[config.mk]
export PLATFORM = sky130hd
export DESIGN_NAME = pdc_power_ctl
export DESIGN_NICKNAME = d
export VERILOG_FILES = /design/src/hdl/pdc_pkg.sv /design/src/hdl/pdc_guard_if.sv /design/src/hdl/pdc_cke_guard.sv /design/src/hdl/pdc_power_ctl.sv
export SDC_FILE = /design/constraint.sdc
export NUM_CORES = 1
export LEC_CHECK = 0
export BUFFER_PORTS_ARGS = -buffer_cell sky130_fd_sc_hd__buf_4
export CORE_ASPECT_RATIO = 0.9
export CORE_MARGIN = 2
export CORE_UTILIZATION = 50
export CTS_BUF_LIST = sky130_fd_sc_hd__clkbuf_16
export DETAILED_ROUTE_END_ITERATION = 8
export GPL_ROUTABILITY_DRIVEN = 0
export PLACE_DENSITY_LB_ADDON = 0.25
export SKIP_CTS_REPAIR_TIMING = 1
export SLEW_MARGIN = 15
export SYNTH_ARGS = -nofsm -noshare
export SYNTH_HDL_FRONTEND = slang
export SYNTH_SLANG_ARGS = --single-unit
[constraint.sdc]
create_clock -name ref_clk_i -period 13.4 [get_ports ref_clk_i]
set_clock_uncertainty 0.05 [all_clocks]
set_input_delay 1.34 -clock ref_clk_i [delete_from_list [all_inputs] [get_ports ref_clk_i]]
set_output_delay 1.34 -clock ref_clk_i [all_outputs]
set_load 0.02 [all_outputs]
[src/hdl/pdc_pkg.sv]
// pdc_pkg: constants, command and state enumerations and the command decoder
// for the power-state and clock-management tracker.
// assumes: one 20 MHz clock; all times below are converted to whole cycles here.
package pdc_pkg;

	// ==========================================================================
	// clock and counter sizes
	localparam int CLK_PERIOD_NS = 50;
	localparam int CNT_W         = 8;
	localparam int CMD_W         = 4;
	localparam int LAT_W         = 4;
	localparam int BURST_W       = 5;

	// ==========================================================================
	// timing figures in their own units (plain defaults where none is given)
	localparam int STROBE_ACCESS_MAX_NS = 6;
	localparam int WRITE_RECOVERY_NS    = 15;
	localparam int CLK_EN_HOLD_NS       = 1;
	localparam int POWERDOWN_EXIT_NS    = 8;
	localparam int MODE_WRITE_DELAY_TCK = 5;
	localparam int CLOCK_SETTLE_TCK     = 2;

	// least time to whole cycles, rounded up, never below one
	function automatic int ceil_cyc(input int ns);
		int c;
		c = (ns + CLK_PERIOD_NS - 1) / CLK_PERIOD_NS;
		return (c < 1) ? 1 : c;
	endfunction : ceil_cyc

	localparam logic [CNT_W-1:0] STROBE_ACCESS_CYC = CNT_W'(ceil_cyc(STROBE_ACCESS_MAX_NS));
	localparam logic [CNT_W-1:0] WRITE_RECOVERY_CYC = CNT_W'(ceil_cyc(WRITE_RECOVERY_NS));
	localparam logic [CNT_W-1:0] CLK_EN_HOLD_CYC    = CNT_W'(ceil_cyc(CLK_EN_HOLD_NS));
	localparam logic [CNT_W-1:0] POWERDOWN_EXIT_CYC = CNT_W'(ceil_cyc(POWERDOWN_EXIT_NS));
	localparam logic [CNT_W-1:0] MODE_WRITE_CYC     = CNT_W'(MODE_WRITE_DELAY_TCK);
	localparam logic [CNT_W-1:0] CLOCK_SETTLE_CYC   = CNT_W'(CLOCK_SETTLE_TCK);
	localparam logic [CNT_W-1:0] RESTART_CYC        = CNT_W'(CLOCK_SETTLE_TCK
	                                                  + ceil_cyc(POWERDOWN_EXIT_NS));
	localparam logic [CNT_W-1:0] EXTRA_CYC          = 8'h01;

	// ==========================================================================
	// reset values
	localparam logic CKE_PREV_RST      = 1'b0;
	localparam logic INIT_REQUIRED_RST = 1'b1;
	localparam logic DATA_LOST_RST     = 1'b1;
	localparam logic ILLEGAL_RST       = 1'b0;

	// ==========================================================================
	// enumerations
	typedef enum logic [3:0] {
		cmd_nop, cmd_hold, cmd_mrw, cmd_mrr, cmd_ref_one, cmd_ref_all, cmd_act,
		cmd_wr, cmd_rd, cmd_pre, cmd_bst, cmd_pd_entry, cmd_sref_entry,
		cmd_dpd_entry, cmd_exit, cmd_bad
	} pdc_cmd_type;

	typedef enum logic [1:0] {
		st_normal, st_power_down, st_deep_sleep, st_wait_ready
	} pdc_state_type;

	// ==========================================================================
	// command decode from clock enable of two edges, chip select and low bits
	function automatic pdc_cmd_type pdc_decode(input logic             cke_prev,
	                                           input logic             cke_now,
	                                           input logic             cs_n,
	                                           input logic [CMD_W-1:0] cmd);
		pdc_cmd_type c;
		c = cmd_bad;
		if (cke_prev && cke_now) begin
			if (cs_n) begin
				c = cmd_nop;
			end else begin
				case (cmd[2:0])
					3'h0: c = cmd[3] ? cmd_mrr : cmd_mrw;
					3'h4: c = cmd[3] ? cmd_ref_all : cmd_ref_one;
					3'h2, 3'h6: c = cmd_act;
					3'h1: c = cmd_wr;
					3'h5: c = cmd_rd;
					3'h3: c = cmd[3] ? cmd_pre : cmd_bst;
					3'h7: c = cmd_nop;
					default: c = cmd_bad;
				endcase
			end
		end else if (cke_prev) begin
			if (cs_n) begin
				c = cmd_pd_entry;
			end else if (cmd[2:0] == 3'h3) begin
				c = cmd_dpd_entry;
			end else if (cmd[2:0] == 3'h4) begin
				c = cmd_sref_entry;
			end else begin
				c = cmd_bad;
			end
		end else if (cke_now) begin
			c = cmd_exit;
		end else begin
			c = cmd_hold;
		end
		return c;
	endfunction : pdc_decode

endpackage : pdc_pkg

[src/hdl/pdc_guard_if.sv]
// pdc_guard_if: carries delay loads from the tracker to the clock-enable guard
// and the guard's busy levels back.
// assumes: both ends run on the same clock.
`timescale 1ns/100ps
`default_nettype none
interface pdc_guard_if;
	logic                       load;
	logic [pdc_pkg::CNT_W-1:0]  load_value;
	logic                       burst_load;
	logic [pdc_pkg::CNT_W-1:0]  burst_value;
	logic                       hold_busy;
	logic                       burst_busy;

	modport ctl   (output load, load_value, burst_load, burst_value,
	               input hold_busy, burst_busy);
	modport guard (input load, load_value, burst_load, burst_value,
	               output hold_busy, burst_busy);
endinterface : pdc_guard_if
`default_nettype wire

[src/hdl/pdc_cke_guard.sv]
// pdc_cke_guard: counts down the longest outstanding command-to-clock-enable-low
// delay and the data burst still on the bus.
// assumes: loads arrive as one-cycle pulses on the clock edge of the command.
`timescale 1ns/100ps
`default_nettype none
module pdc_cke_guard (
	input  wire logic      ref_clk_i,
	input  wire logic      resetn_i,
	pdc_guard_if.guard     g
);
	import pdc_pkg::*;

	logic [CNT_W-1:0] hold_cnt;
	logic [CNT_W-1:0] next_hold_cnt;
	logic [CNT_W-1:0] burst_cnt;
	logic [CNT_W-1:0] next_burst_cnt;

	// ==========================================================================
	// countdown; a newer shorter delay never cuts an older longer one
	always_comb begin
		next_hold_cnt = (hold_cnt != '0) ? hold_cnt - 8'h01 : '0;
		if (g.load && (g.load_value > next_hold_cnt)) begin
			next_hold_cnt = g.load_value;
		end
		// idle cycles only count down, so a no-op never ends a burst early
		next_burst_cnt = (burst_cnt != '0) ? burst_cnt - 8'h01 : '0;
		if (g.burst_load && (g.burst_value > next_burst_cnt)) begin
			next_burst_cnt = g.burst_value;
		end
	end

	always_ff @(posedge ref_clk_i) begin
		if (!resetn_i) begin
			hold_cnt  <= '0;
			burst_cnt <= '0;
		end else begin
			hold_cnt  <= next_hold_cnt;
			burst_cnt <= next_burst_cnt;
		end
	end

	// clock enable may be sampled low once one cycle or less remains
	assign g.hold_busy  = (hold_cnt > 8'h01);
	assign g.burst_busy = (burst_cnt != '0);

	// ==========================================================================
	// checks
	property p_longest_wins;
		@(posedge ref_clk_i) disable iff (!resetn_i)
		g.load |=> (hold_cnt >= $past(g.load_value));
	endproperty
	a_longest_wins: assert property (p_longest_wins) else $error("guard lost a longer delay");

	property p_burst_kept;
		@(posedge ref_clk_i) disable iff (!resetn_i)
		(burst_cnt > 8'h02) && !g.burst_load |=> g.burst_busy ##1 g.burst_busy;
	endproperty
	a_burst_kept: assert property (p_burst_kept) else $error("burst ended early");

endmodule : pdc_cke_guard
`default_nettype wire

[src/hdl/pdc_power_ctl.sv]
// pdc_power_ctl: power-state and clock-management tracker of the memory device.
// assumes: pins sampled on the rising edge of ref_clk_i; clock health and clock
// restart are reported by the clock front end on clk_valid_i and clk_resume_i.
// Summary of operation
// - enable low, select low, 011 enters deep sleep
// - deep sleep loses stored contents
// - enable high leaves deep sleep, reinit
// - ready after two cycles plus exit latency
// - no-op needs constant enable, two encodings
// - no-op never aborts running operation
`timescale 1ns/100ps
`default_nettype none
module pdc_power_ctl (
	input  wire logic                          ref_clk_i,
	input  wire logic                          resetn_i,
	input  wire logic                          cke_i,
	input  wire logic                          cs_n_i,
	input  wire logic                          cmd_bit0_i,
	input  wire logic                          cmd_bit1_i,
	input  wire logic                          cmd_bit2_i,
	input  wire logic                          cmd_bit3_i,
	input  wire logic                          auto_pre_i,
	input  wire logic [pdc_pkg::LAT_W-1:0]     read_latency_i,
	input  wire logic [pdc_pkg::LAT_W-1:0]     write_latency_i,
	input  wire logic [pdc_pkg::BURST_W-1:0]   burst_length_i,
	input  wire logic                          clk_valid_i,
	input  wire logic                          clk_resume_i,
	input  wire logic                          init_done_i,
	output logic                               ready_o,
	output logic                               power_down_o,
	output logic                               deep_sleep_o,
	output logic                               array_power_o,
	output logic                               data_lost_o,
	output logic                               init_required_o,
	output logic                               illegal_o,
	output logic                               nop_o,
	output var pdc_pkg::pdc_cmd_type           cmd_code_o,
	output logic                               cke_guard_busy_o,
	output logic                               burst_busy_o
);
	import pdc_pkg::*;

	localparam int RESTART_DLY = int'(RESTART_CYC);

	pdc_guard_if guard_bus ();

	pdc_state_type       state;
	pdc_state_type       next_state;
	pdc_cmd_type         dec;
	pdc_cmd_type         next_cmd_code;
	logic [CMD_W-1:0]    cmd_bits;
	logic                cke_prev;
	logic                next_cke_prev;
	logic                nop_now;
	logic                next_nop;
	logic                dpd_first;
	logic                next_dpd_first;
	logic                init_required;
	logic                next_init_required;
	logic                data_lost;
	logic                next_data_lost;
	logic                illegal;
	logic                next_illegal;
	logic                illegal_set;
	logic                cke_fall;
	logic [CNT_W-1:0]    wait_cnt;
	logic [CNT_W-1:0]    next_wait_cnt;
	logic [CNT_W-1:0]    settle_cnt;
	logic [CNT_W-1:0]    next_settle_cnt;
	logic [CNT_W-1:0]    low_age;
	logic [CNT_W-1:0]    next_low_age;
	logic [CNT_W-1:0]    half_burst;
	logic                pdc_cmd_nop_out;

	// ==========================================================================
	// command decode
	assign cmd_bits   = {cmd_bit3_i, cmd_bit2_i, cmd_bit1_i, cmd_bit0_i};
	assign dec        = pdc_decode(cke_prev, cke_i, cs_n_i, cmd_bits);
	assign cke_fall   = cke_prev && !cke_i;
	assign half_burst = CNT_W'(burst_length_i >> 1);
	// held-low cycles count as no-op in either encoding; a changing enable never does
	assign nop_now    = (dec == cmd_nop)
	                  || ((dec == cmd_hold) && (cs_n_i || (cmd_bits[2:0] == 3'h7)));

	// ==========================================================================
	// delay loads for the clock-enable guard, only from the normal state
	always_comb begin
		guard_bus.load        = (state == st_normal);
		guard_bus.load_value  = '0;
		guard_bus.burst_load  = (state == st_normal);
		guard_bus.burst_value = '0;
		case (dec)
			cmd_rd, cmd_mrr: begin
				guard_bus.load_value = CNT_W'(read_latency_i + STROBE_ACCESS_CYC
				                       + half_burst + EXTRA_CYC);
				guard_bus.burst_value = CNT_W'(read_latency_i + half_burst);
			end
			cmd_wr: begin
				// auto-precharge adds one cycle after recovery
				guard_bus.load_value = CNT_W'(write_latency_i + EXTRA_CYC + half_burst
				                       + WRITE_RECOVERY_CYC
				                       + (auto_pre_i ? EXTRA_CYC : 8'h00));
				guard_bus.burst_value = CNT_W'(write_latency_i + half_burst);
			end
			cmd_ref_one, cmd_ref_all, cmd_act, cmd_pre: begin
				guard_bus.load_value = CLK_EN_HOLD_CYC;
			end
			cmd_mrw: begin
				guard_bus.load_value = MODE_WRITE_CYC;
			end
			default: begin
				guard_bus.load       = 1'b0;
				guard_bus.burst_load = 1'b0;
			end
		endcase
	end

	pdc_cke_guard u_guard (
		.ref_clk_i (ref_clk_i),
		.resetn_i  (resetn_i),
		.g         (guard_bus.guard)
	);

	// ==========================================================================
	// power state machine and violation detection
	always_comb begin
		next_state         = state;
		next_cke_prev      = cke_i;
		next_cmd_code      = dec;
		next_nop           = nop_now;
		next_dpd_first     = 1'b0;
		next_wait_cnt      = wait_cnt;
		next_data_lost     = data_lost;
		illegal_set        = 1'b0;
		// consecutive healthy clock cycles, saturating
		next_settle_cnt = !clk_valid_i ? '0
		                : (settle_cnt < CLOCK_SETTLE_CYC) ? settle_cnt + 8'h01 : settle_cnt;
		next_low_age = cke_fall ? '0
		             : (low_age < CLOCK_SETTLE_CYC) ? low_age + 8'h01 : low_age;
		case (state)
			st_normal: begin
				if (dec == cmd_bad) begin
					illegal_set = 1'b1;
				end
				if (cke_fall && guard_bus.hold_busy) begin
					illegal_set = 1'b1;
				end
				if (init_required && ((dec == cmd_rd) || (dec == cmd_wr) || (dec == cmd_act))) begin
					illegal_set = 1'b1;
				end
				// a clock change with enable high must keep the device deselected
				if (cke_i && !clk_valid_i && !cs_n_i) begin
					illegal_set = 1'b1;
				end
				if (dec == cmd_dpd_entry) begin
					next_state     = st_deep_sleep;
					next_dpd_first = 1'b1;
					next_data_lost = 1'b1;
				end else if ((dec == cmd_pd_entry) || (dec == cmd_sref_entry)) begin
					next_state = st_power_down;
				end else if (clk_resume_i && nop_now) begin
					next_state    = st_wait_ready;
					next_wait_cnt = RESTART_CYC;
				end
			end
			st_power_down: begin
				// the original clock must run two cycles after the drop
				if (!clk_valid_i && (low_age < CLOCK_SETTLE_CYC)) begin
					illegal_set = 1'b1;
				end
				if (cke_i) begin
					if (!cs_n_i || (settle_cnt < CLOCK_SETTLE_CYC)) begin
						illegal_set = 1'b1;
					end
					next_state    = st_wait_ready;
					next_wait_cnt = POWERDOWN_EXIT_CYC;
				end
			end
			st_deep_sleep: begin
				if (dpd_first && !nop_now) begin
					illegal_set = 1'b1;
				end
				if (!clk_valid_i && (low_age < CLOCK_SETTLE_CYC)) begin
					illegal_set = 1'b1;
				end
				// any rise of enable ends deep sleep, so enable low is what holds it
				if (cke_i) begin
					if (settle_cnt < CLOCK_SETTLE_CYC) begin
						illegal_set = 1'b1;
					end
					next_state = st_normal;
				end
			end
			st_wait_ready: begin
				if (!nop_now) begin
					illegal_set = 1'b1;
				end
				if (wait_cnt <= 8'h01) begin
					next_state = st_normal;
				end else begin
					next_wait_cnt = wait_cnt - 8'h01;
				end
			end
			default: begin
				next_state = st_normal;
			end
		endcase
		// set wins over the clear from a finished initialisation
		next_illegal       = illegal_set || (illegal && !init_done_i);
		next_init_required = illegal_set || (next_state == st_deep_sleep && state != st_deep_sleep)
		                   || (init_required && !init_done_i);
		if (init_done_i && !next_data_lost_set(state, dec)) begin
			next_data_lost = 1'b0;
		end
	end

	// deep sleep entry keeps contents marked lost even against init_done
	function automatic logic next_data_lost_set(input pdc_state_type s, input pdc_cmd_type c);
		return (s == st_normal) && (c == cmd_dpd_entry);
	endfunction : next_data_lost_set

	always_ff @(posedge ref_clk_i) begin
		if (!resetn_i) begin
			state         <= st_power_down;
			cke_prev      <= CKE_PREV_RST;
			cmd_code_o    <= cmd_hold;
			pdc_cmd_nop_out <= 1'b0;
			dpd_first     <= 1'b0;
			wait_cnt      <= '0;
			settle_cnt    <= '0;
			low_age       <= '0;
			data_lost     <= DATA_LOST_RST;
			init_required <= INIT_REQUIRED_RST;
			illegal       <= ILLEGAL_RST;
		end else begin
			state         <= next_state;
			cke_prev      <= next_cke_prev;
			cmd_code_o    <= next_cmd_code;
			pdc_cmd_nop_out <= next_nop;
			dpd_first     <= next_dpd_first;
			wait_cnt      <= next_wait_cnt;
			settle_cnt    <= next_settle_cnt;
			low_age       <= next_low_age;
			data_lost     <= next_data_lost;
			init_required <= next_init_required;
			illegal       <= next_illegal;
		end
	end

	// ==========================================================================
	// outputs; internal supply is cut only in deep sleep
	assign ready_o          = (state == st_normal);
	assign power_down_o     = (state == st_power_down);
	assign deep_sleep_o     = (state == st_deep_sleep);
	assign array_power_o    = (state != st_deep_sleep);
	assign data_lost_o      = data_lost;
	assign init_required_o  = init_required;
	assign illegal_o        = illegal;
	assign nop_o            = pdc_cmd_nop_out;
	assign cke_guard_busy_o = guard_bus.hold_busy;
	assign burst_busy_o     = guard_bus.burst_busy;

	// ==========================================================================
	// checks
	property p_dpd_entry;
		@(posedge ref_clk_i) disable iff (!resetn_i)
		(state == st_normal) && cke_prev && !cke_i && !cs_n_i && (cmd_bits[2:0] == 3'h3)
		|=> deep_sleep_o && !array_power_o;
	endproperty
	a_dpd_entry: assert property (p_dpd_entry) else $error("deep sleep not entered");

	property p_data_lost;
		@(posedge ref_clk_i) disable iff (!resetn_i)
		deep_sleep_o |-> data_lost_o && init_required_o;
	endproperty
	a_data_lost: assert property (p_data_lost) else $error("contents not marked lost");

	property p_dpd_exit;
		@(posedge ref_clk_i) disable iff (!resetn_i)
		deep_sleep_o && cke_i && !init_done_i |=> ready_o && init_required_o;
	endproperty
	a_dpd_exit: assert property (p_dpd_exit) else $error("deep sleep exit wrong");

	property p_restart_ready;
		@(posedge ref_clk_i) disable iff (!resetn_i)
		(state == st_normal) && clk_resume_i && nop_now
		|=> !ready_o ##[RESTART_DLY:RESTART_DLY] ready_o;
	endproperty
	a_restart_ready: assert property (p_restart_ready) else $error("restart wait wrong");

	property p_nop_const;
		@(posedge ref_clk_i) disable iff (!resetn_i)
		(cke_prev != cke_i) |=> !nop_o;
	endproperty
	a_nop_const: assert property (p_nop_const) else $error("no-op with enable change");

	property p_cke_guard;
		@(posedge ref_clk_i) disable iff (!resetn_i)
		(state == st_normal) && cke_fall && cke_guard_busy_o |=> illegal_o;
	endproperty
	a_cke_guard: assert property (p_cke_guard) else $error("early enable drop missed");

	property p_illegal_hold;
		@(posedge ref_clk_i) disable iff (!resetn_i)
		illegal_o && !init_done_i |=> illegal_o && init_required_o;
	endproperty
	a_illegal_hold: assert property (p_illegal_hold) else $error("illegal flag dropped");

	property p_nop_after_dpd;
		@(posedge ref_clk_i) disable iff (!resetn_i)
		deep_sleep_o && dpd_first && !nop_now |=> illegal_o;
	endproperty
	a_nop_after_dpd: assert property (p_nop_after_dpd) else $error("missing no-op missed");

	property p_settle;
		@(posedge ref_clk_i) disable iff (!resetn_i)
		deep_sleep_o && cke_i && (settle_cnt < CLOCK_SETTLE_CYC) |=> illegal_o;
	endproperty
	a_settle: assert property (p_settle) else $error("unsettled exit missed");

endmodule : pdc_power_ctl
`default_nettype wire

# Word level (Yosys, flattened, before mapping)
# Cells that the tools add are included.
# W data, S select, Z words.
word_totals:
  reg_bits: 52
  inputBits: 25
  word_cells: 162
  out_inout_bits: 14
op_classes:
  bitwise: 1
  n_reduce_logical: 49
  eq_ne: 30
  magnitude_cmp: 6
  n_addsub: 14
  muxes: 49
ops:
  columns: ["operator", "n"]
  rows:
  - ["$mux W8", 9]
  - ["$pmux W8 S4", 1]
  - ["$pmux W4 S7", 1]
  - ["$eq A4 B4 Y1 const B", 6]
  - ["$pmux W8 S3", 1]
  - ["$sub A8 B1 Y8 const B", 3]
  - ["$mux W1", 20]
  - ["$mux W2", 9]
  - ["$logic_and A1 B1 Y1", 17]
  - ["$add A8 B1 Y8 const B", 2]
  - ["$eq A4 B3 Y1 const B", 4]
  - ["$lt A8 B2 Y1 const B", 2]
  - ["$mux W4", 4]
  - ["$reduce_bool A8 Y1", 2]
  - ["$add A6 B1 Y7 const B", 2]
  - ["$add A5 B4 Y6", 2]
  - ["$eq A3 B3 Y1 const B", 4]
  - ["$add A4 B1 Y5 const B", 2]
  - ["$add A4 B4 Y5", 2]
  - ["$ne A2 B2 Y1 const B", 5]
  - ["$pmux W5 S2", 1]
  - ["$logic_or A1 B1 Y1", 9]
  - ["$add A7 B1 Y8", 1]
  - ["$eq A4 B2 Y1 const B", 2]
  - ["other kinds (25)", 38]

# Longest topological paths before layout
# Gate-level depths: netlist of run 1.
depth:
  depth_word: 18
  ltp_mapped: 17
  ltp_nobuf: 16

# Cells and area by module
# Synthesis of run 1 repeated with hierarchy kept, for this count alone.
hier_totals:
  cells_unflattened: 465
  area_unflattened_um2: 3857.4
by_module_without_submodules:
  columns: ["mod", "area_each_um2", "cells_each", "seq_area_each_um2", "n_inst"]
  rows:
  - ["pdc_power_ctl", 2469.9, 296, 720.7, 1]
  - ["pdc_cke_guard", 1387.6, 169, 320.3, 1]

# Worst setup path after synthesis of run 1
# No wires, ideal clock.
synth_timing:
  path_kind: "in2reg"
  from: "input port cke_i"
  to: "register u_guard.burst_cnt[2]"
  slack_ns: 7.798
  arrival_ns: 5.431
  n_path_buf: 1
  stages: 17
  required_ns: 13.229
  setup_ns: 0.121
  path_cell_list: "clkbuf_1 nand3b_1 a221oi_1 o221ai_1 nor2_1 mux2i_1 inv_1 ha_1 a21o_1 a21oi_1 xnor2_1 and2_1 ha_1 and3_1 a31o_2 a2111oi_4 mux2_4"
synth_via:
  elab_chain_cells: 9
  elab_cells_between_ends: 19
  classes_between: "1 x order compare; 8 x eq/ne; 6 x mux; 4 x reduce/logical"
synth_lines:
  columns: ["item", "line_no", "text"]
  rows:
  - ["start: declaration", "pdc_power_ctl.sv:16", "input wire logic cke_i,"]
  - ["$mux W4", "pdc_pkg.sv:92", "end else if (cke_now) begin"]
  - ["$mux W4", "pdc_pkg.sv:82", "end else if (cke_prev) begin"]
  - ["$mux W4 (*)", "pdc_pkg.sv:67", "if (cke_prev && cke_now) begin"]
  - ["$eq A4 B4 Y1 / $eq A4 B2 Y1 (equally long branches)", "pdc_power_ctl.sv:92", "case (dec)"]
  - ["$reduce_or A2 Y1", "pdc_power_ctl.sv:92", null]
  - ["$pmux W5 S2", "pdc_power_ctl.sv:92", null]
  - ["$gt A5 B8 Y1", "pdc_cke_guard.sv:27", "if (g.burst_load && (g.burst_value > next_burst_cnt)) begin"]
  - ["$logic_and A1 B1 Y1", "pdc_cke_guard.sv:27", null]
  - ["$mux W8 (*)", "pdc_cke_guard.sv:27", null]
  - ["end signal: assignment", "pdc_cke_guard.sv:38", "burst_cnt <= next_burst_cnt;"]
  - ["end: declaration", "pdc_cke_guard.sv:15", "logic [CNT_W-1:0] burst_cnt;"]
# Every way passes the cells marked *; elsewhere a longest branch is shown, timed or not.
# A chain may end at the register's enable or synchronous reset.

# Final worst setup path of run 1
layout_timing:
  from: "input port cmd_bit0_i"
  to: "register u_guard.burst_cnt[4]"
layout_via:
  elab_chain_cells: 12
  elab_cells_between_ends: 31
  classes_between: "1 x order compare; 15 x eq/ne; 10 x mux; 5 x reduce/logical"
layout_lines:
  columns: ["item", "line_no", "text"]
  rows:
  - ["start: declaration", "pdc_power_ctl.sv:18", "input wire logic cmd_bit0_i,"]
  - ["$eq A3 B3 Y1", "pdc_pkg.sv:71, pdc_pkg.sv:87", null]
  - ["$mux W2", "pdc_pkg.sv:87", "end else if (cmd[2:0] == 3'h4) begin"]
  - ["$mux W2", "pdc_pkg.sv:85", "end else if (cmd[2:0] == 3'h3) begin"]
  - ["$mux W3", "pdc_pkg.sv:83", "if (cs_n) begin"]
  - ["$mux W4", "pdc_pkg.sv:82", null]
  - ["$mux W4 (*)", "pdc_pkg.sv:67", null]
  - ["$eq A4 B4 Y1 / $eq A4 B2 Y1 (equally long branches)", "pdc_power_ctl.sv:92", null]
  - ["$reduce_or A2 Y1", "pdc_power_ctl.sv:92", null]
  - ["$pmux W5 S2", "pdc_power_ctl.sv:92", null]
  - ["$gt A5 B8 Y1", "pdc_cke_guard.sv:27", null]
  - ["$logic_and A1 B1 Y1", "pdc_cke_guard.sv:27", null]
  - ["$mux W8 (*)", "pdc_cke_guard.sv:27", null]
# Marks and branches as above.

==> reports/summary.txt, run 1 <==
first-pass GRT wire length: 13.82 mm
Hold WC Path Type: register to register
share of total power consumed by net switching: 0.4312
Critical Path Start Type: input port
number of detailed-route iterations in the first pass: 5
Simple-Gate Fraction of Synth Area: 0.2548
depth of the CTS H-tree: 2
number of maximum-capacitance constraint violations: 0
buffer levels on the longest clock path: 2
net count after synthesis: 517
Yosys top cell area share: 0.2771
maximum fanout along the worst path: 11
kind of cell adding the most delay to the critical path: compound AO/OA/AOI/OAI gates
maximum number of pins on one net before global-route repair: 30
sequential share of power: 0.288
I/O pin cnt: 39
Achievable Freq: 0.1690 GHz
detailed-route vias per instance: 5.831
CTS tree: done
Worst slew margin: 0.5072
library cell occupying the most area in the post-synthesis netlist: sky130_fd_sc_hd__dfxtp_1
syn avg cell area: 8.310 um^2
Leak: 0.001849 uW
clock tree sinks: 52
Post-Syn Area: 3756 um^2
die footprint: 8222 um^2
highest-delay cell along the critical path: sky130_fd_sc_hd__a2111oi_4
Period minus WS final: 5919 ps
sequential share of the synthesized area: 0.2771
adder and majority gate portion of the synthesized area: 0.1439
Iteration-0 DRC Markers: 186
antenna violations before repair: 0
count of buffers inserted at the top-level ports: 37
cell-internal power: 450.0 uW
part of the power in combinational logic: 0.549
number of design rule violations left after detail routing: 0
gr ovfl total: 0
clock network fraction of design power: 0.163
routed length per instance: 14.52 um
count of yosys warnings during synthesis: 0
remaining number of nets flagged by the antenna check after routing: 0
buffer cell driving the clock tree root: sky130_fd_sc_hd__clkbuf_16
Sw Pwr: 341.2 uW
instance count of the mapped netlist: 452
post-synthesis to final-layout area growth: 12.29%
category of the most critical setup path: input port to register
arrival time at the worst endpoint: 6050 ps
critical path, cell by cell: buf_4, nand2b_1, a221oi_1, o221ai_1, nor2_1, mux2i_1, inv_1, ha_1, a21o_1, a21oi_1, xnor2_1, and2_1, ha_1, and3_1, a31o_2, a2111oi_4, mux2_4
most used flip-flop cell after synthesis: sky130_fd_sc_hd__dfxtp_1
combinational family with the most area after synthesis: simple AND/OR/NAND/NOR gates
hold violation count in the final report: 0
horizontal die dimension: 95.36 um
row count: 29
outcome: complete, no violations
setup repair after global routing missed its margin: false
Setup TNS: 0 ps
number of library cell types mapped by synthesis: 60
Post-Synth XOR/XNOR Area: 0.04197
Post-DP HPWL: 6.280 mm
#FFs+latches synth: 52
clock latency of the later-clocked register in the worst-skew pair: 290 ps
Req. time, crit path: 13540 ps
CP Capture Type: register
share of cell area taken by muxes after synthesis: 0.03864
number of max-slew violations in the final report: 0
total number of vias: 3341
leading cell types by total area after synthesis: sky130_fd_sc_hd__dfxtp_1 28%, sky130_fd_sc_hd__ha_1 12%, sky130_fd_sc_hd__a21oi_1 3.9%, sky130_fd_sc_hd__nor2_1 3.5%, sky130_fd_sc_hd__nand2_1 3.3%
period utilization: 0.4417
CTS buffer count: 5
power density over the cells: 187.6 nW/um^2
Post-layout nets: 544
clock-pin slew reported for the worst setup and hold paths after clock tree synthesis: 70 ps
transition time at the pin with the least slew margin: 734.7 ps
total inserted antenna cells: 0
core area: 7148 um^2
most numerous cell on the critical path: sky130_fd_sc_hd__ha_1
Peak supply drop: 0.0001346 V
critical path buffer and inverter count: 2
EDFF count, synth: 0
initial cell density of the core: 0.5255
proportion of register bits with asynchronous set or reset after synthesis: 0
Detailed Route WL: 8.318 mm
die span in y: 86.23 um
post-layout util: 0.5901
final setup vio count: 0
global router's overall resource usage: 0.2085
proportion of layout cells with a drive suffix above 1: 0.1333
Compound-Gate Fraction of Synth Area: 0.1952
Max stage delay on crit path: 640 ps
vias in the first global route: 3042
-- area by class of cell --
class	count	area, um^2
clock buffers	5	125.1
clock inverters	3	22.52
fillers	651	2930
inverters	27	101.3
multi-input cells	356	2534
flip-flops and latches	52	1041
well taps	93	116.4
repair buffers	37	277.8
-- logic make-up after synthesis --
group,after synthesis
AOI/OAI and AO/OA,104
xor gates and xnor gates,18
adders and majority gates,41
buffers and inverters,44
DFF,52
muxes,13
and+or+nand+nor,180
-- cell usage after synthesis, drive strengths merged, types with 2 or more instances --
master  number
a211oi       9
a21o        10
a21oi       29
a221o        2
a221oi       2
a31o         5
a31oi        5
and2         9
and3        11
buf          3
clkbuf      14
dfxtp       52
fa           4
ha          36
inv         26
mux2         6
mux2i        7
nand2       33
nand2b      10
nand3       11
nand3b       2
nand4        6
nor2        35
nor2b        8
nor3        17
nor3b        5
nor4         9
nor4b        3
o211a        2
o211ai       3
o21a         4
o21ai       15
o22ai        2
o311a        2
o31ai        2
or2          5
or3          6
or4          8
xnor2       10
xor2         8
-- layout by cell type, fill, tap and decap left out, types with 6 or more instances in the layout --
master	netlist	final
sky130_fd_sc_hd__buf_4	0	37
sky130_fd_sc_hd__mux2i_1	7	7
sky130_fd_sc_hd__nor2b_1	8	8
sky130_fd_sc_hd__or4_1	8	8
sky130_fd_sc_hd__o21ai_0	15	15
sky130_fd_sc_hd__nand2b_1	10	10
sky130_fd_sc_hd__nor2_1	35	35
sky130_fd_sc_hd__a21oi_1	29	29
sky130_fd_sc_hd__dfxtp_1	52	52
sky130_fd_sc_hd__ha_1	36	36
sky130_fd_sc_hd__xnor2_1	10	10
sky130_fd_sc_hd__nor3_1	17	17
sky130_fd_sc_hd__xor2_1	8	8
sky130_fd_sc_hd__nor4_1	9	9
sky130_fd_sc_hd__or3_1	6	6
sky130_fd_sc_hd__nand3_1	11	11
sky130_fd_sc_hd__a21o_1	10	10
sky130_fd_sc_hd__and2_1	9	9
sky130_fd_sc_hd__a211oi_1	8	8
sky130_fd_sc_hd__nand4_1	6	6
sky130_fd_sc_hd__and3_1	11	11
sky130_fd_sc_hd__inv_1	26	26
sky130_fd_sc_hd__nand2_1	33	33
-- final timing paths --
path,from,to,slack [ps],depth (start not counted)
worst max register to register,cke_prev,u_guard.burst_cnt[4],8220,16
worst min-delay path,low_age[2],low_age[2],420,2
worst min register to register,low_age[2],low_age[2],420,2
worst max-delay path,cmd_bit0_i,u_guard.burst_cnt[4],7480,17
-- tightest hold or removal path, delay by kind of cell (launching register included) --
kind            cells  cell delay [ps]
flops               1              330
simple gates        1               70
compound gates      1               40
-- layer usage --
| layer | global-route usage | part of all wire |
|---|---|---|
| met1 | 0.2992 | 0.50 |
| met2 | 0.3233 | 0.45 |
| met3 | 0.04174 | 0.045 |
| met4 | 0.04743 | 0.0073 |
| met5 | 0 | 0 |
-- registers in the layout, indices dropped and copies added (netlist names) --
name	flops
u_guard.hold_cnt	8
state	2
illegal_o	1
wait_cnt	8
cke_prev	1
nop_o	1
low_age	8
u_guard.burst_cnt	8
data_lost_o	1
cmd_code_o	4
init_required_o	1
dpd_first	1
settle_cnt	8
-- power by group through the flow --
stage                     registers, uW  clock network [uW]  logic [uW]
after floorplan                     219                   0         339
after global placement              228                   0         420
after detailed placement            230                   0         427
after CTS                           227                 133         432
after global routing                232                 139         489
final                               228                 129         434
-- stage by stage --
step / instance area [um^2] / power, uW / cells / setup slack [ps] / hold WS [ps]
2_1_floorplan: 3756 / 558.3 / 452 / 7798 / 387.6
3_3_place_gp: 4070 / 648.5 / 565 / 7272 / 387.7
3_5_place_dp: 4070 / 657.3 / 565 / 7246 / 404.7
4_1_cts: 4218 / 791.5 / 573 / 7539 / 425.6
5_1_grt: 4218 / 859.7 / 573 / 7146 / 440.3
6_report: 4218 / 791.2 / 573 / 7481 / 420.7
Note: power is estimated with default switching activity, not from simulation.
==> run 2: changes to the inputs <==
==> constraint.sdc (replaced) <==
create_clock -name ref_clk_i -period 6.1 [get_ports ref_clk_i]
set_clock_uncertainty 0.05 [all_clocks]
set_input_delay 0.61 -clock ref_clk_i [delete_from_list [all_inputs] [get_ports ref_clk_i]]
set_output_delay 0.61 -clock ref_clk_i [all_outputs]
set_load 0.02 [all_outputs]
==> run 2 against run 1 <==
Against the previous run: critical path depth stayed put; clock power is 120% higher; utilization is 0.10 points higher; routed wire length is 0.23% higher; power is 120% higher; sequential cell count stayed put; count of clock-buffer cells in the layout stayed put; die area stayed put; first-iteration DRC count is 4.8% lower; register-to-register slack worse by 7100 ps; sequential share of layout area hardly changed; cell count is 0.17% higher; critical endpoint unchanged.
==> reports/summary.txt, run 2 (synthesis gave the netlist of run 1 again) <==
depth of the CTS H-tree: 2
category of the most critical setup path: input port to register
most common library cell in the layout ignoring fill and taps: sky130_fd_sc_hd__dfxtp_1
number of design rule violations left after detail routing: 0
Hold WC Path Type: register to register
Post-DP HPWL: 6.409 mm
number of max-slew violations in the final report: 0
hold violation count in the final report: 0
detailed-route vias per instance: 5.789
critical path, cell by cell: buf_4, nand2b_1, a221oi_1, o221ai_1, nor2_1, mux2i_1, inv_1, ha_1, a21o_1, a21oi_1, xnor2_1, and2_1, ha_1, and3_1, a31o_2, a2111oi_4, mux2_4
Req. time, crit path: 6230 ps
Period minus WS final: 4981 ps
start point of the critical path: cmd_bit0_i
horizontal die dimension: 95.36 um
clock tree sinks: 52
Reg2Reg Setup Slack: 1120 ps
kind of cell adding the most delay to the critical path: compound AO/OA/AOI/OAI gates
CTS tree: done
total number of vias: 3323
antenna violations before repair: 0
count of cells along the worst register-to-register path: 16
Reg2Reg Capture Point: u_guard.burst_cnt[4]
critical hold path startpoint: data_lost_o
final setup vio count: 0
global routing's busiest layer: met2
core area: 7148 um^2
CP Capture Type: register
hold slack final: 424.9 ps
total inserted antenna cells: 0
clock latency of the later-clocked register in the worst-skew pair: 290 ps
global router's overall resource usage: 0.2152
row count: 29
highest-delay cell along the critical path: sky130_fd_sc_hd__a2111oi_4
number of maximum-capacitance constraint violations: 0
Critical Path Start Type: input port
buffer cell driving the clock tree root: sky130_fd_sc_hd__clkbuf_16
period utilization: 0.8166
post-synthesis to final-layout area growth: 12.49%
arrival time at the worst endpoint: 5110 ps
clock-pin slew reported for the worst setup and hold paths after clock tree synthesis: 70 ps
most numerous cell on the critical path: sky130_fd_sc_hd__ha_1
met2 usage: 0.3528
count of buffers inserted at the top-level ports: 37
proportion of layout cells with a drive suffix above 1: 0.1351
Max stage delay on crit path: 640 ps
GR Layer Usage met1: 0.2946
initial cell density of the core: 0.5255
maximum number of pins on one net before global-route repair: 30
maximum fanout along the worst path: 11
power density over the cells: 410.8 nW/um^2
setup repair after global routing missed its margin: false
worst flop-to-flop path startpoint: cke_prev
transition time at the pin with the least slew margin: 704.3 ps
Achievable Freq: 0.2008 GHz
area taken by multi-input logic gates: 2534 um^2
die footprint: 8222 um^2
Iteration-0 DRC Markers: 177
die span in y: 86.23 um
Peak supply drop: 0.0002578 V
Layout fillers: 652
commonest cells after routing, fill and taps aside: 52 x sky130_fd_sc_hd__dfxtp_1, 38 x sky130_fd_sc_hd__buf_4, 36 x sky130_fd_sc_hd__ha_1, 35 x sky130_fd_sc_hd__nor2_1, 33 x sky130_fd_sc_hd__nand2_1
gr ovfl total: 0
CTS buffer count: 5
Setup TNS: 0 ps
outcome: complete, no violations
routed length per instance: 14.52 um
buffer levels on the longest clock path: 2
number of stages on the worst setup path: 17
first-pass GRT wire length: 14.28 mm
met3 global-route usage: 0.04957
Critical path destination: u_guard.burst_cnt[4]
Leak: 0.001854 uW
footprint of the flip-flops and latches: 1041 um^2
critical path buffer and inverter count: 2
I/O pin cnt: 39
remaining number of nets flagged by the antenna check after routing: 0
Worst slew margin: 0.5276
vias in the first global route: 3137
Post-layout nets: 545
Detailed Route WL: 8.337 mm
number of detailed-route iterations in the first pass: 4
## run 2: cell types whose count changed in the layout (fill, tap and decap cells not counted)
cell                    delta
sky130_fd_sc_hd__buf_4     +1
## run 2: area by class of cell
| class | count | area share |
|---|---|---|
| Clock inverter | 3 | 0.005330 |
| Clock buffer | 5 | 0.02961 |
| Tap cell | 93 | 0.02754 |
| Multi-Input combinational cell | 356 | 0.5996 |
| Inverter | 27 | 0.02399 |
| Timing Repair Buffer | 38 | 0.06752 |
| Sequential cell | 52 | 0.2464 |
## run 2: worst min path at each step
stage	end	depth (start not counted)
2_1_floorplan	low_age[2]	2
3_3_place_gp	data_lost_o	1
3_5_place_dp	data_lost_o	1
6_report	data_lost_o	1
4_1_cts	low_age[2]	2
5_1_grt	settle_cnt[3]	1
## run 2: power by group
group	switching, uW	leakage (uW)	internal (uW)	total, uW
Sequential	81.8	0.000426	415	497
Combinational	531	0.00135	423	954
Clock	131	0.0000742	154	285
## run 2: worst register-to-register path, delay by kind of cell (launching register included)
| family | cells | cell delay [ps] |
|---|---|---|
| adder cells (fa/ha/maj) | 2 | 570 |
| flip-flops | 1 | 510 |
| AND/OR/NAND/NOR | 4 | 860 |
| AO/OA/AOI/OAI | 6 | 1970 |
| buffers and inverters | 1 | 80 |
| XOR/XNOR | 1 | 100 |
| multiplexers | 2 | 720 |
## run 2: layer usage
metal | share of wire | vias up
li1 | - | 1707
met1 | 0.49 | 1568
met4 | 0.0030 | 0
met3 | 0.048 | 2
met5 | 0 | -
met2 | 0.46 | 46
## run 2: through the flow
step / power, uW / util / setup WS [ps] / area (um^2) / std cells
final: 1736 / 0.5911 / 1119 / 4225 / 574
after global routing: 1895 / 0.5911 / 737.8 / 4225 / 574
after CTS: 1737 / 0.5911 / 1065 / 4225 / 574
after detailed placement: 1447 / 0.5705 / 783.3 / 4078 / 566
after global placement: 1425 / 0.5705 / 893.4 / 4078 / 566
after floorplan: 1226 / - / 1228 / 3756 / 452
==> run 3: changes to the inputs <==
==> constraint.sdc (replaced) <==
create_clock -name ref_clk_i -period 4 [get_ports ref_clk_i]
set_clock_uncertainty 0.05 [all_clocks]
set_input_delay 0.4 -clock ref_clk_i [delete_from_list [all_inputs] [get_ports ref_clk_i]]
set_output_delay 0.4 -clock ref_clk_i [all_outputs]
set_load 0.02 [all_outputs]
==> run 3 against run 2 <==
Against the previous run: design area grew 8.8%; via count grew 5.9%; power grew 59%; routed wire length grew 8.3%.
==> reports/summary.txt, run 3 (synthesis gave the netlist of run 1 again) <==
total power: 2754 uW
post-synthesis to final-layout area growth: 22.39%
antenna violations before repair: 0
clock tree sinks: 52
Period minus WS final: 3897 ps
count of cells along the worst register-to-register path: 15
clock latency of the later-clocked register in the worst-skew pair: 290 ps
die span in y: 86.23 um
Critical Path Start Type: register
routed length per instance: 14.93 um
outcome: complete, no violations
most common library cell in the layout ignoring fill and taps: sky130_fd_sc_hd__buf_4
Achievable Freq: 0.2566 GHz
maximum fanout along the worst path: 5
Worst slew margin: 0.4991
CTS buffer count: 5
remaining number of nets flagged by the antenna check after routing: 0
buffer levels on the longest clock path: 2
horizontal die dimension: 95.36 um
Peak supply drop: 0.0004319 V
die footprint: 8222 um^2
Met3 Wirelength: 335 um
worst slack at placement: -336.6 ps
WHS Endpoint: settle_cnt[3]
Post-DP HPWL: 6.870 mm
critical hold path startpoint: clk_valid_i
gr ovfl total: 0
period utilization: 0.9743
vias in the first global route: 3284
Post-layout nets: 576
number of detailed-route iterations in the first pass: 4
buffer cell driving the clock tree root: sky130_fd_sc_hd__clkbuf_16
count of buffers inserted at the top-level ports: 37
core area: 7148 um^2
Reg2Reg Setup Slack: 100 ps
total number of vias: 3518
number of maximum-capacitance constraint violations: 0
hold-critical path depth: 2
Req. time, crit path: 4140 ps
final setup vio count: 0
CTS tree: done
total inserted antenna cells: 0
row count: 29
transition time at the pin with the least slew margin: 746.7 ps
worst path setup slack after routing: 102.6 ps
highest metal layer with signal wires: met4
proportion of layout cells with a drive suffix above 1: 0.2305
hold violation count in the final report: 0
power density over the cells: 599.0 nW/um^2
Met2 Routed Length: 4.285 mm
worst flop-to-flop path startpoint: cke_prev
initial cell density of the core: 0.5255
commonest cells after routing, fill and taps aside: 68 x sky130_fd_sc_hd__buf_4, 51 x sky130_fd_sc_hd__dfxtp_1, 34 x sky130_fd_sc_hd__ha_1, 32 x sky130_fd_sc_hd__nand2_1, 32 x sky130_fd_sc_hd__nor2_1
depth of the CTS H-tree: 2
category of the most critical setup path: register to register
number of design rule violations left after detail routing: 0
Detailed Route WL: 9.033 mm
clock-pin slew reported for the worst setup and hold paths after clock tree synthesis: 70 ps
Leak: 0.002041 uW
Reg2Reg Capture Point: u_guard.burst_cnt[2]
I/O pin cnt: 39
detailed-route vias per instance: 5.815
Iteration-0 DRC Markers: 183
first-pass GRT wire length: 14.84 mm
WL met1: 4.310 mm
Hold WC Path Type: input port to register
arrival time at the worst endpoint: 4030 ps
CP Capture Type: register
number of max-slew violations in the final report: 0
maximum number of pins on one net before global-route repair: 30
global router's overall resource usage: 0.2236
==> run 3: cell count changes in the layout (fill, tap and decap cells not counted), sizes merged <==
cell / change
buf: +31
clkinv: -1
inv: +1
==> run 3: metrics by stage <==
stage	instance area [um^2]	hold WS, ps	cells	setup TNS, ps	utilization
CTS	4498	349.5	600	-433.8	0.6293
global route	4597	359.0	605	-82.54	0.6431
finish	4597	347.4	605	0	0.6431
global placement	4355	398.7	592	-1467	0.6093
floorplan	3850	387.6	452	-584.7	-
detailed placement	4355	413.5	592	-2189	0.6093
==> run 3: area by class of cell <==
type,count,area (um^2)
fill,607,2551
timing repair buffer,69,530.5
multi-input combinational,356,2664
clock buffer,5,125.1
tap,93,116.4
clock inverter,3,17.52
sequential,52,1042
inverter,27,101.3
==> run 3: where the power goes <==
| group | internal [uW] | total [uW] | leakage, uW | switching, uW |
|---|---|---|---|---|
| logic | 699 | 1570 | 0.00154 | 873 |
| clock network | 231 | 420 | 0.0000754 | 189 |
| registers | 634 | 761 | 0.000427 | 127 |
==> run 3: layer usage <==
metal  vias up  global-route usage
li1       1765                   -
met1      1674              0.3093
met2        68              0.3630
met3        11             0.03652
met4         0             0.05797
met5         -                   0
==> run 3: worst max-delay path by stage <==
stage | start | to | slack, ps | cells after the start
3_3_place_gp | cmd_bit0_i | u_guard.burst_cnt[0] | -210 | 18
6_report | cke_prev | u_guard.burst_cnt[2] | 100 | 15
5_1_grt | cke_prev | u_guard.burst_cnt[2] | -40 | 15
2_1_floorplan | cs_n_i | u_guard.burst_cnt[2] | -210 | 17
4_1_cts | cke_prev | u_guard.burst_cnt[1] | -120 | 17
3_5_place_dp | cmd_bit0_i | u_guard.burst_cnt[1] | -340 | 18
==> run 3: critical path, stage by stage (launching register included) <==
cell,delay (ps)
sky130_fd_sc_hd__dfxtp_2,360
sky130_fd_sc_hd__nand3b_1,140
sky130_fd_sc_hd__a221oi_4,290
sky130_fd_sc_hd__o221ai_4,160
sky130_fd_sc_hd__nor2_4,190
sky130_fd_sc_hd__mux2_2,370
sky130_fd_sc_hd__ha_1,340
sky130_fd_sc_hd__nor2b_2,180
sky130_fd_sc_hd__o21ai_2,150
sky130_fd_sc_hd__a21oi_2,80
sky130_fd_sc_hd__ha_1,320
sky130_fd_sc_hd__and3_1,180
sky130_fd_sc_hd__a31o_2,210
sky130_fd_sc_hd__a2111oi_4,300
sky130_fd_sc_hd__buf_4,190
sky130_fd_sc_hd__mux2_4,290
